$ cat src/shared/bts_defs.svh
// Purpose: Constants for the telemetry sentence framer
// Assumes: 50 MHz core clock
// Notes:   Field widths are given as hex digit count minus one
`ifndef BTS_DEFS_SVH
`define BTS_DEFS_SVH
`define BTS_CLK_NS      20
`define BTS_MS_NS       1000000
`define BTS_MS_CYCLES   (`BTS_MS_NS / `BTS_CLK_NS)
`define BTS_ID_CHARGE   24'h424331
`define BTS_ID_MT_SUM   24'h425431
`define BTS_ID_MT_DET   24'h425432
`define BTS_ID_CT_SUM   24'h425433
`define BTS_CH_COMMA    8'h2c
`define BTS_CH_CR       8'h0d
`define BTS_CH_LF       8'h0a
`define BTS_CH_DIGIT    8'h30
`define BTS_CH_ALPHA    8'h37
`define BTS_CK_SEED     8'h00
`define BTS_ND_COUL     3'h7
`define BTS_ND_SOC      3'h3
`define BTS_ND_COUNT    3'h3
`define BTS_ND_BYTE     3'h1
`define BTS_NF_CHARGE   3'h3
`define BTS_NF_SUM      3'h5
`define BTS_NF_DET      3'h4
`define BTS_FLD_SPARE   3'h4
`define BTS_FLD_ARRAY   3'h3
`define BTS_GROUP_MAX   16'h0008
`define BTS_FIFO_DEPTH  16
`endif

$ cat src/shared/bts_pkg.sv
// Purpose: Types shared by the sentence framer
// Assumes: Nothing
// Notes:   Kind codes double as pending-bit indices
package bts_pkg;
  typedef enum logic [1:0] {
    K_CHARGE = 2'b00,
    K_MT_SUM = 2'b01,
    K_MT_DET = 2'b10,
    K_CT_SUM = 2'b11
  } bts_kind_type;

  typedef enum logic [3:0] {
    S_IDLE   = 4'b0000,
    S_ID     = 4'b0001,
    S_COMMA  = 4'b0010,
    S_HEX    = 4'b0011,
    S_A_ADDR = 4'b0100,
    S_A_HI   = 4'b0101,
    S_A_LO   = 4'b0110,
    S_CK_HI  = 4'b0111,
    S_CK_LO  = 4'b1000,
    S_CR     = 4'b1001,
    S_LF     = 4'b1010
  } bts_state_type;
endpackage

$ cat src/shared/bts_stream_if.sv
// Purpose: Valid/ready byte stream between framer and FIFO
// Assumes: Single clock
// Notes:   Data is held while valid waits for ready
`timescale 1ns/1ps
`default_nettype none
interface bts_stream_if #(parameter int WIDTH = 8) ();
  logic             valid;
  logic             ready;
  logic [WIDTH-1:0] data;
  modport src (output valid, output data, input ready);
  modport snk (input valid, input data, output ready);
endinterface
`default_nettype wire

$ cat src/rtl/bts_fifo.sv
// Purpose: Synchronous FIFO with valid/ready on both sides
// Assumes: DEPTH is a power of two
// Notes:   Pointers wrap naturally at DEPTH
`timescale 1ns/1ps
`default_nettype none
module bts_fifo #(
  parameter int WIDTH = 8,
  parameter int DEPTH = 16
) (
  input wire logic core_clk,  // System clock
  input wire logic resetn,    // Async reset, active low
  bts_stream_if.snk in_s,     // Fill side
  bts_stream_if.src out_s     // Drain side
);
  localparam int AW = $clog2(DEPTH);
  localparam logic [AW:0] FULL = (AW+1)'(DEPTH);

  typedef struct packed {
    logic [DEPTH-1:0][WIDTH-1:0] mem;
    logic [AW-1:0]               wr;
    logic [AW-1:0]               rd;
    logic [AW:0]                 cnt;
  } bts_fifo_type;

  bts_fifo_type q, n;
  logic         put, take;

  assign in_s.ready  = (q.cnt != FULL);
  assign out_s.valid = (q.cnt != '0);
  assign out_s.data  = q.mem[q.rd];
  assign put         = in_s.valid && in_s.ready;
  assign take        = out_s.valid && out_s.ready;

  always_comb begin
    n = q;
    if (put) begin
      n.mem[q.wr] = in_s.data;
      n.wr        = q.wr + 1'b1;
    end
    if (take) begin
      n.rd = q.rd + 1'b1;
    end
    if (put && !take) begin
      n.cnt = q.cnt + 1'b1;
    end else if (take && !put) begin
      n.cnt = q.cnt - 1'b1;
    end
  end

  always_ff @(posedge core_clk or negedge resetn) begin
    if (!resetn) begin
      q <= '0;
    end else begin
      q <= n;
    end
  end
endmodule
`default_nettype wire

$ cat src/rtl/bts_framer.sv
// Purpose: Builds charge and temperature telemetry sentences as ASCII
// Assumes: Query decoder, cell data and temp store share core_clk
// Notes:   Checksum is an 8-bit sum of all bytes before it
`timescale 1ns/1ps
`default_nettype none
`include "bts_defs.svh"

// Operation
// - Charge and both summaries sent periodically, separate active and sleep periods.
// - A query for any sentence kind is answered with that sentence.
// - Module temperature detail sentences go out only after a query.
// - Without cell link, affected sentences carry only commas and checksum.
// - Cell temperature summary is empty when no external sensor is fitted.
// - Charge field one is pack charge in coulombs, unsigned hex.
// - Charge field two is pack capacity in coulombs, unsigned hex.
// - Charge field three is state of charge, signed hex, 0.01 percent.
// - Summary field one is detected cell count, unsigned hex.
// - Module summary fields two to four: min, max, average temperature.
// - Cell summary fields two to four: min, max, average temperature.
// - Fifth summary field is always sent empty.
// - Detail answer splits into groups of one to eight cells.
// - Detail field one is string index, zero for a single string.
// - Detail field two is first cell index, counted across strings; three is size.
// - Detail field four is one hex byte per cell temperature.
module bts_framer
  import bts_pkg::*;
#(
  parameter logic [15:0] MS_CYCLES = 16'(`BTS_MS_CYCLES)
) (
  input  wire logic          core_clk,          // System clock, 50 MHz
  input  wire logic          resetn,            // Async reset, active low
  input  wire logic          sleep_mode,        // High selects sleep period
  input  wire logic [15:0]   active_period_ms,  // Period when active, 0 = off
  input  wire logic [15:0]   sleep_period_ms,   // Period when asleep, 0 = off
  input  wire logic          query_valid,       // Decoded query pulse
  input  wire bts_kind_type  query_kind,        // Sentence asked for
  input  wire logic          cell_link_ok,      // Cell modules answering
  input  wire logic          ext_sensor_fitted, // Any external cell sensor
  input  wire logic [31:0]   charge_c,          // Pack charge, coulombs
  input  wire logic [31:0]   capacity_c,        // Pack capacity, coulombs
  input  wire logic [15:0]   soc_centi,         // State of charge, 0.01 %
  input  wire logic [15:0]   cell_count,        // Cells detected
  input  wire logic [15:0]   cells_per_string,  // 0 = single string
  input  wire logic [7:0]    mod_t_min,         // Module temps, +100 offset
  input  wire logic [7:0]    mod_t_max,         // Module temp max
  input  wire logic [7:0]    mod_t_avg,         // Module temp average
  input  wire logic [7:0]    cell_t_min,        // Cell temps, +100 offset
  input  wire logic [7:0]    cell_t_max,        // Cell temp max
  input  wire logic [7:0]    cell_t_avg,        // Cell temp average
  output logic      [15:0]   temp_addr,         // Cell index into temp store
  input  wire logic [7:0]    temp_data,         // Module temp at temp_addr
  output logic      [7:0]    tx_data,           // Sentence byte
  output logic               tx_valid,          // Byte available
  input  wire logic          tx_ready           // Serialiser takes byte
);
  typedef struct packed {
    bts_state_type st;
    bts_kind_type  kind;
    logic [2:0]    fld;
    logic [2:0]    dig;
    logic [31:0]   val;
    logic [7:0]    ck;
    logic [1:0]    idc;
    logic          emp;
    logic [3:0]    pend;
    logic [15:0]   pre;
    logic [15:0]   ms;
    logic [15:0]   first;
    logic [7:0]    strn;
    logic [15:0]   sleft;
    logic [3:0]    gsz;
    logic [3:0]    k;
    logic [15:0]   addr;
    logic [7:0]    tdat;
    logic [7:0]    txd;
    logic          txv;
  } bts_frm_type;

  bts_frm_type q, n;
  bts_stream_if #(.WIDTH(8)) fi ();
  bts_stream_if #(.WIDTH(8)) fo ();

  logic        emit;
  logic [7:0]  ch;
  logic        push;
  logic [15:0] period;
  logic [15:0] cps;
  logic [31:0] fval;
  logic [2:0]  fnd;
  logic [2:0]  nf;
  logic [15:0] nfirst;
  logic [15:0] nsleft;

  function automatic logic [7:0] hexc(input logic [3:0] v);
    if (v < 4'ha) begin
      return `BTS_CH_DIGIT + {4'h0, v};
    end
    return `BTS_CH_ALPHA + {4'h0, v};
  endfunction

  // Group never crosses a string end or the last cell
  function automatic logic [3:0] grp(input logic [15:0] a, input logic [15:0] b);
    logic [15:0] m;
    m = (a < b) ? a : b;
    if (m > `BTS_GROUP_MAX) begin
      m = `BTS_GROUP_MAX;
    end
    return m[3:0];
  endfunction

  function automatic logic [23:0] ident(input bts_kind_type kd);
    case (kd)
      K_CHARGE: return `BTS_ID_CHARGE;
      K_MT_SUM: return `BTS_ID_MT_SUM;
      K_MT_DET: return `BTS_ID_MT_DET;
      default:  return `BTS_ID_CT_SUM;
    endcase
  endfunction

  bts_fifo #(.WIDTH(8), .DEPTH(`BTS_FIFO_DEPTH)) u_fifo (
    .core_clk (core_clk),
    .resetn   (resetn),
    .in_s     (fi.snk),
    .out_s    (fo.src)
  );

  assign fi.valid = emit;
  assign fi.data  = ch;
  assign push     = emit && fi.ready;
  assign fo.ready = !q.txv || tx_ready;
  assign period   = sleep_mode ? sleep_period_ms : active_period_ms;
  assign cps      = (cells_per_string == 16'h0000) ? cell_count : cells_per_string;

  // Field contents per kind and index
  always_comb begin
    fval = 32'h0;
    fnd  = `BTS_ND_BYTE;
    nf   = `BTS_NF_SUM;
    case (q.kind)
      K_CHARGE: begin
        nf = `BTS_NF_CHARGE;
        case (q.fld)
          3'h0: begin fval = charge_c; fnd = `BTS_ND_COUL; end
          3'h1: begin fval = capacity_c; fnd = `BTS_ND_COUL; end
          default: begin fval = {16'h0, soc_centi}; fnd = `BTS_ND_SOC; end
        endcase
      end
      K_MT_DET: begin
        nf = `BTS_NF_DET;
        case (q.fld)
          3'h0: fval = {24'h0, q.strn};
          3'h1: begin fval = {16'h0, q.first}; fnd = `BTS_ND_COUNT; end
          default: fval = {28'h0, q.gsz};
        endcase
      end
      default: begin
        case (q.fld)
          3'h0: begin fval = {16'h0, cell_count}; fnd = `BTS_ND_COUNT; end
          3'h1: fval = {24'h0, (q.kind == K_MT_SUM) ? mod_t_min : cell_t_min};
          3'h2: fval = {24'h0, (q.kind == K_MT_SUM) ? mod_t_max : cell_t_max};
          default: fval = {24'h0, (q.kind == K_MT_SUM) ? mod_t_avg : cell_t_avg};
        endcase
      end
    endcase
  end

  always_comb begin
    n      = q;
    emit   = 1'b0;
    ch     = `BTS_CH_COMMA;
    nfirst = q.first + {12'h0, q.gsz};
    nsleft = q.sleft - {12'h0, q.gsz};
    case (q.st)
      S_IDLE: begin
        if (q.pend != 4'h0) begin
          if (q.pend[K_CHARGE]) begin
            n.kind = K_CHARGE;
          end else if (q.pend[K_MT_SUM]) begin
            n.kind = K_MT_SUM;
          end else if (q.pend[K_CT_SUM]) begin
            n.kind = K_CT_SUM;
          end else begin
            n.kind = K_MT_DET;
          end
          n.pend[n.kind] = 1'b0;
          n.st  = S_ID;
          n.idc = 2'h0;
          n.fld = 3'h0;
          n.ck  = `BTS_CK_SEED;
          case (n.kind)
            K_CHARGE: n.emp = 1'b0;
            K_CT_SUM: n.emp = !cell_link_ok || !ext_sensor_fitted;
            K_MT_DET: n.emp = !cell_link_ok || (cell_count == 16'h0000);
            default:  n.emp = !cell_link_ok;
          endcase
          n.first = 16'h0000;
          n.strn  = 8'h00;
          n.sleft = cps;
          n.gsz   = grp(cps, cell_count);
        end
      end
      S_ID: begin
        emit = 1'b1;
        ch   = 8'(ident(q.kind) >> {3'h2 - q.idc, 3'h0});
        if (push) begin
          n.ck  = q.ck + ch;
          n.idc = q.idc + 2'h1;
          if (q.idc == 2'h2) begin
            n.st = S_COMMA;
          end
        end
      end
      S_COMMA: begin
        emit = 1'b1;
        if (push) begin
          n.ck = q.ck + ch;
          if (q.fld == nf) begin
            n.st = S_CK_HI;
          end else if (q.emp || (q.kind != K_CHARGE && q.kind != K_MT_DET
                                 && q.fld == `BTS_FLD_SPARE)) begin
            n.fld = q.fld + 3'h1;
          end else if (q.kind == K_MT_DET && q.fld == `BTS_FLD_ARRAY) begin
            n.k  = 4'h0;
            n.st = S_A_ADDR;
          end else begin
            n.val = fval;
            n.dig = fnd;
            n.st  = S_HEX;
          end
        end
      end
      S_HEX: begin
        emit = 1'b1;
        ch   = hexc(4'(q.val >> {q.dig, 2'b00}));
        if (push) begin
          n.ck = q.ck + ch;
          if (q.dig == 3'h0) begin
            n.fld = q.fld + 3'h1;
            n.st  = S_COMMA;
          end else begin
            n.dig = q.dig - 3'h1;
          end
        end
      end
      S_A_ADDR: begin
        n.addr = q.first + {12'h0, q.k};
        n.st   = S_A_HI;
      end
      S_A_HI: begin
        emit = 1'b1;
        ch   = hexc(temp_data[7:4]);
        if (push) begin
          n.ck   = q.ck + ch;
          n.tdat = temp_data;
          n.st   = S_A_LO;
        end
      end
      S_A_LO: begin
        emit = 1'b1;
        ch   = hexc(q.tdat[3:0]);
        if (push) begin
          n.ck = q.ck + ch;
          if (q.k == q.gsz - 4'h1) begin
            n.fld = q.fld + 3'h1;
            n.st  = S_COMMA;
          end else begin
            n.k  = q.k + 4'h1;
            n.st = S_A_ADDR;
          end
        end
      end
      S_CK_HI: begin
        emit = 1'b1;
        ch   = hexc(q.ck[7:4]);
        if (push) begin
          n.st = S_CK_LO;
        end
      end
      S_CK_LO: begin
        emit = 1'b1;
        ch   = hexc(q.ck[3:0]);
        if (push) begin
          n.st = S_CR;
        end
      end
      S_CR: begin
        emit = 1'b1;
        ch   = `BTS_CH_CR;
        if (push) begin
          n.st = S_LF;
        end
      end
      S_LF: begin
        emit = 1'b1;
        ch   = `BTS_CH_LF;
        if (push) begin
          n.st = S_IDLE;
          // Next group of the same detail answer
          if (q.kind == K_MT_DET && !q.emp && nfirst < cell_count) begin
            n.first = nfirst;
            n.sleft = (nsleft == 16'h0000) ? cps : nsleft;
            n.strn  = (nsleft == 16'h0000) ? q.strn + 8'h01 : q.strn;
            n.gsz   = grp(n.sleft, cell_count - nfirst);
            n.idc   = 2'h0;
            n.fld   = 3'h0;
            n.ck    = `BTS_CK_SEED;
            n.st    = S_ID;
          end
        end
      end
      default: n.st = S_IDLE;
    endcase

    // Requests come after the clear above, so a same-cycle request is kept
    if (q.pre >= MS_CYCLES - 16'h0001) begin
      n.pre = 16'h0000;
      if (period != 16'h0000 && q.ms >= period - 16'h0001) begin
        n.ms             = 16'h0000;
        n.pend[K_CHARGE] = 1'b1;
        n.pend[K_MT_SUM] = 1'b1;
        n.pend[K_CT_SUM] = 1'b1;
      end else begin
        n.ms = (period == 16'h0000) ? 16'h0000 : q.ms + 16'h0001;
      end
    end else begin
      n.pre = q.pre + 16'h0001;
    end
    if (query_valid) begin
      n.pend[query_kind] = 1'b1;
    end

    // Output stage keeps tx outputs on flops
    if (fo.ready) begin
      n.txv = fo.valid;
      n.txd = fo.data;
    end
  end

  always_ff @(posedge core_clk or negedge resetn) begin
    if (!resetn) begin
      q <= '0;
    end else begin
      q <= n;
    end
  end

  assign temp_addr = q.addr;
  assign tx_data   = q.txd;
  assign tx_valid  = q.txv;
endmodule
`default_nettype wire

$ cat config.mk
export PLATFORM = sky130hd
export DESIGN_NAME = bts_framer
export DESIGN_NICKNAME = d
export VERILOG_FILES = /design/src/shared/bts_pkg.sv /design/src/shared/bts_stream_if.sv /design/src/rtl/bts_fifo.sv /design/src/rtl/bts_framer.sv
export VERILOG_INCLUDE_DIRS = /design/src /design/src/shared
export SDC_FILE = /design/constraint.sdc
export NUM_CORES = 1
export LEC_CHECK = 0
export ABC_CLOCK_PERIOD_IN_PS = 16700
export BUFFER_PORTS_ARGS = -buffer_cell sky130_fd_sc_hd__buf_2
export CORE_MARGIN = 3
export CORE_UTILIZATION = 65
export DETAILED_ROUTE_END_ITERATION = 10
export PLACE_DENSITY = 0.87
export RECOVER_POWER = 100
export SETUP_SLACK_MARGIN = 0.5
export SYNTH_ARGS = -nofsm -noshare
export SYNTH_HDL_FRONTEND = slang
export SYNTH_HIERARCHICAL = 1
export SYNTH_SLANG_ARGS = --single-unit
export TNS_END_PERCENT = 1
$ cat constraint.sdc
create_clock -name core_clk -period 16.7 [get_ports core_clk]
set_clock_uncertainty 0.1 [all_clocks]
set_input_delay 1.67 -clock core_clk [delete_from_list [all_inputs] [get_ports core_clk]]
set_output_delay 1.67 -clock core_clk [all_outputs]
set_load 0.01 [all_outputs]
Word-level counts from Yosys, hierarchy flattened

Cells that the tools add are included.

Register bits: 309
Output and inout bits: 25

Muxes and demuxes: 125
Equality and inequality tests: 46
Bitwise gates (word level): 6
Reduce and logical (&&, ||, !) cells: 56
Shift-type cells: 2
$lt $le $gt $ge: 19
Add/sub/neg operators: 33

Operators with widths:

| kind                  | number |
|---|---|
| $mux 8                | 22 |
| $mux 44               | 3 |
| $bwmux 128            | 1 |
| $mux 16               | 8 |
| $pmux 32 s2           | 2 |
| $mux 4                | 23 |
| $pmux 44 s2           | 1 |
| $add 6x4->7 const A   | 10 |
| $mux 35               | 2 |
| $logic_not 16->1      | 4 |
| $pmux 8 s8            | 1 |
| $pmux 8 s7            | 1 |
| $lt 16x16->1          | 3 |
| $pmux 16 s3           | 1 |
| $mux 46               | 1 |
| $pmux 4 s11           | 1 |
| $pmux 13 s3           | 1 |
| $mux 38               | 1 |
| $add 16x1->16 const B | 2 |
| $add 16x4->16         | 2 |
| $add 8x8->8           | 4 |
| $bmux 8 s4            | 1 |
| $demux 8 s4           | 1 |
| $gt 16x4->1 const B   | 2 |
| 78 further kinds      | 189 |

Logic depth before layout (Yosys ltp)

Depth in word-level cells: 17
Mapped depth: 27

Cells and area by module

The synthesis kept the hierarchy.

By module, submodules not included:

| module     | seq. area each (µm²) | times used | area an instance (µm²) | cells an instance |
|---|---|---|---|---|
| bts_framer | 4204.0               | 1          | 14742.9                | 1812 |
| bts_fifo   | 3528.4               | 1          | 6815.3                 | 473 |

Worst setup path after synthesis

OpenSTA, ideal clock, no wires.

Kind: input-to-reg
Start point: in sleep_mode
End point: reg q[88] (netlist name)
Path buffers: 6
Required time: 16.529 ns
Setup time: 0.071 ns
Stages: 21
Slack: 10.398 ns
Data arrival time: 6.131 ns
Cell sequence: buf_2 clkbuf_1 clkbuf_1 buf_1 buf_2 mux2i_1 ha_1 o221ai_1 nor3_1 xor2_1 ha_1 a21o_1 a21o_1 a21o_1 a21oi_1 nor2b_1 or4_1 o32a_1 and2_1 buf_2 nor2_1

RTL lines:

| item               | RTL line         | text |
|---|---|---|
| start: declaration | bts_framer.sv:32 | `input wire logic sleep_mode,` |

==> summary.txt <==
Post-Place Cells: 2835
worst r2r src: q[38]
H-tree levels: 2
crit path from: q[38]
max_cap viols: 4
Longest Clk Path Bufs: 3
Pwr Density: 192 nW/um2
Starting Density: 66.1%
CTS Buf Count: 34
uppermost layer routed: met4
share of cells above drive strength 1: 19.1%
IO buf count: 233
WL/cell: 23.0 um
sequential cell fraction of total power: 28.5%
sequential fraction of the synthesis area: 35.9%
RSZ-0062 raised after global routing: no
leading area contributor after synthesis: dfrtp_1
CP endpoint kind: register
Worst Reg-to-Reg Cells: 18
VDD IR max: 0.000130 V
num ports: 234
clk slew on worst S/H paths: 0.06 ns
sw power: 2.10 mW
hold crit path type: register to register
largest net degree at the start of global routing: 196
first-pass GRT wire length: 105000 um
Clock power frac: 18.5%
Synth Area per Inst: 9.43 um2
worst skew pair latency: 0.53 ns
switch share: 45.9%
Internal Dissipation: 2.47 mW
Reg-to-Reg End: q[72]
TritonRoute pass-1 iters: 8
vias in the first global route: 19400
NumNets Final: 2761
failing checks: capacitance limit, slew limit
EDFF count, synth: 0
Die Width: 188 um
Cell Rows: 66
initial antenna violation count: 1
Final Hold Fails: 0
Reg2Reg Setup Slack: 9.87 ns
Hold Path Depth: 1
Non-Filler Instances: 2896
register bit count reported by yosys: 309
DR WL met3: 6480 um
yosys warns: 6
Num Clock Sinks: 309
CTS tree: done
wirelength, routed: 66600 um
# DRC: 0
min-delay src: q[97]
Post-Syn Area: 21600 um2
CP Launch Type: register
Min Clock Period, post-route: 6.83 ns
Root Driver: clkbuf_16
met1 wire length: 25400 um
Post-CTS Setup Inserts: 0
final RePlAce weighted congestion: 0.978
LEAKAGE: 10.6 nW
Vias per Instance: 6.69
Critical Path RT: 17.01 ns
crit path DAT: 7.14 ns
# diodes: 0
via count: 19400
post-cts repair resize count: 0
synth unique cells: 87
setup TNS: 0 ns
Area growth syn-to-layout: 10.1%
Gate Count Post-Synth: 2285
full die area: 35400 um2
Die Y: 188 um
DRT iter0 DRCs: 2034
Logic pwr share: 53.0%
Slew @ Worst Pin: 5.88 ns
dominant cells by area after synthesis: dfrtp_1 (36%), mux2_2 (8.3%), ha_1 (6.8%)
ys async rst share: 100%
grt ovf: 0
Hold Buf Count CTS: 0
Yosys top cell area share: 35.9%
Design Area, Final: 23700 um2
Core Area: 32600 um2
Rel. slew slack: -292%
wire length on met2: 31600 um
Area after DPL: 22800 um2
Global Route Usage Sum: 37.0%
critical path class: register to register
critical path peak fanout: 48
outcome: finished, violations left
period utilisation layout: 40.9%
DP Wirelength: 47100 um
Max Slew Vio Count: 274
FMAX: 147 MHz
antenna violation net count after detailed routing: 0
hold_ws: 0.360 ns
Synth Flop Type: dfrtp_1
WHS Endpoint: q[97]
final setup fails: 0
worst max-delay path: stages (launching register included):
cell and delay, ns:
dfrtp_1 0.48, ha_1 0.34, a21o_1 0.12, a21oi_1 0.09
nor2b_1 0.17, o2111ai_1 0.33, or2_2 0.48, nor4_1 0.56
xnor2_1 0.20, ha_1 0.39, nand4_1 0.14, nor3_1 0.23
a211oi_1 0.12, nand3_1 0.24, and2_0 0.32, a211o_1 0.15
clkbuf_1 1.52, o21ai_0 0.50, o31ai_1 0.22
flip-flops by register name, summed over array words and instances, names as in the netlist:
signal	count
temp_addr	16
q	143
tx_valid	1
tx_data	8
u_fifo/q	141
worst max path at each step:
| stage | to | slack, ns |
|---|---|---|
| detailed placement | q[38] | 10.35 |
| finish | q[72] | 9.87 |
| global placement | q[39] | 10.57 |
| global route | q[76] | 8.88 |
| floorplan | q[88] | 10.40 |
| CTS | q[37] | 10.48 |
placed cells by master, fill, tap and decap left out, types with 31 or more instances in the layout:
cell,instances
xor2_1,56
ha_1,117
nor2_1,154
a22oi_1,41
o31ai_1,33
a21o_1,31
a21oi_1,134
clkbuf_16,35
nand2_1,220
clkbuf_1,39
mux2_2,151
mux2i_1,60
nand3_1,55
xnor2_1,69
dfrtp_1,308
inv_1,88
nor3_1,41
buf_2,205
o21ai_0,172
metrics by stage:
stage | worst slack, ns | power, mW | utilization (%)
floorplan | 10.40 | 2.97 | -
global placement | 10.57 | 3.50 | 69.8
detailed placement | 10.35 | 3.65 | 69.8
CTS | 10.48 | 4.55 | 73.6
global route | 8.88 | 4.81 | 72.8
finish | 9.87 | 4.57 | 72.8
power by group through the flow:
stage	clock network [mW]	registers [mW]	logic (mW)
4_1_cts	0.847	1.29	2.42
6_report	0.844	1.30	2.42
3_3_place_gp	0	1.25	2.25
5_1_grt	0.878	1.33	2.61
2_1_floorplan	0	1.15	1.82
3_5_place_dp	0	1.29	2.36
synthesized netlist by cell type (23+ instances only):
cell / count
dfrtp_1: 309
nand2_1: 220
o21ai_0: 169
mux2_2: 158
nor2_1: 154
a21oi_1: 134
ha_1: 117
inv_1: 88
clkbuf_1: 83
xnor2_1: 69
mux2i_1: 60
xor2_1: 56
nand3_1: 44
a22oi_1: 41
nor3_1: 41
o31ai_1: 33
a21o_1: 31
nor2b_1: 29
buf_4: 27
a221oi_1: 24
mux4_2: 24
nand4_1: 23
area by class of cell:
| cell class | count | area, um2 |
|---|---|---|
| Inverter | 89 | 334 |
| Multi-Input combinational cell | 1747 | 12600 |
| Clock buffer | 47 | 981 |
| Sequential cell | 309 | 7730 |
| Timing Repair Buffer | 248 | 1240 |
| Fill cell | 2313 | 8890 |
| Clock inverter | 14 | 277 |
| Tap cell | 442 | 553 |
layer usage:
metal / track usage [%] / up-vias
met5: 0 / -
met4: 16.1 / 0
met3: 7.76 / 232
met2: 61.7 / 1165
met1: 46.9 / 9379
li1: - / 8586
cell families after synthesis:
family | count (synthesis) | synth area share, %
buf+inv | 235 | 4.83
flops | 309 | 35.9
compound gates | 595 | 17.9
other cells | 1 | 0.0174
xor+xnor | 125 | 5.08
mux | 244 | 13.7
fa+ha+maj | 123 | 7.35
simple gates | 653 | 15.3
Note: power is estimated with default switching activity, not from simulation.
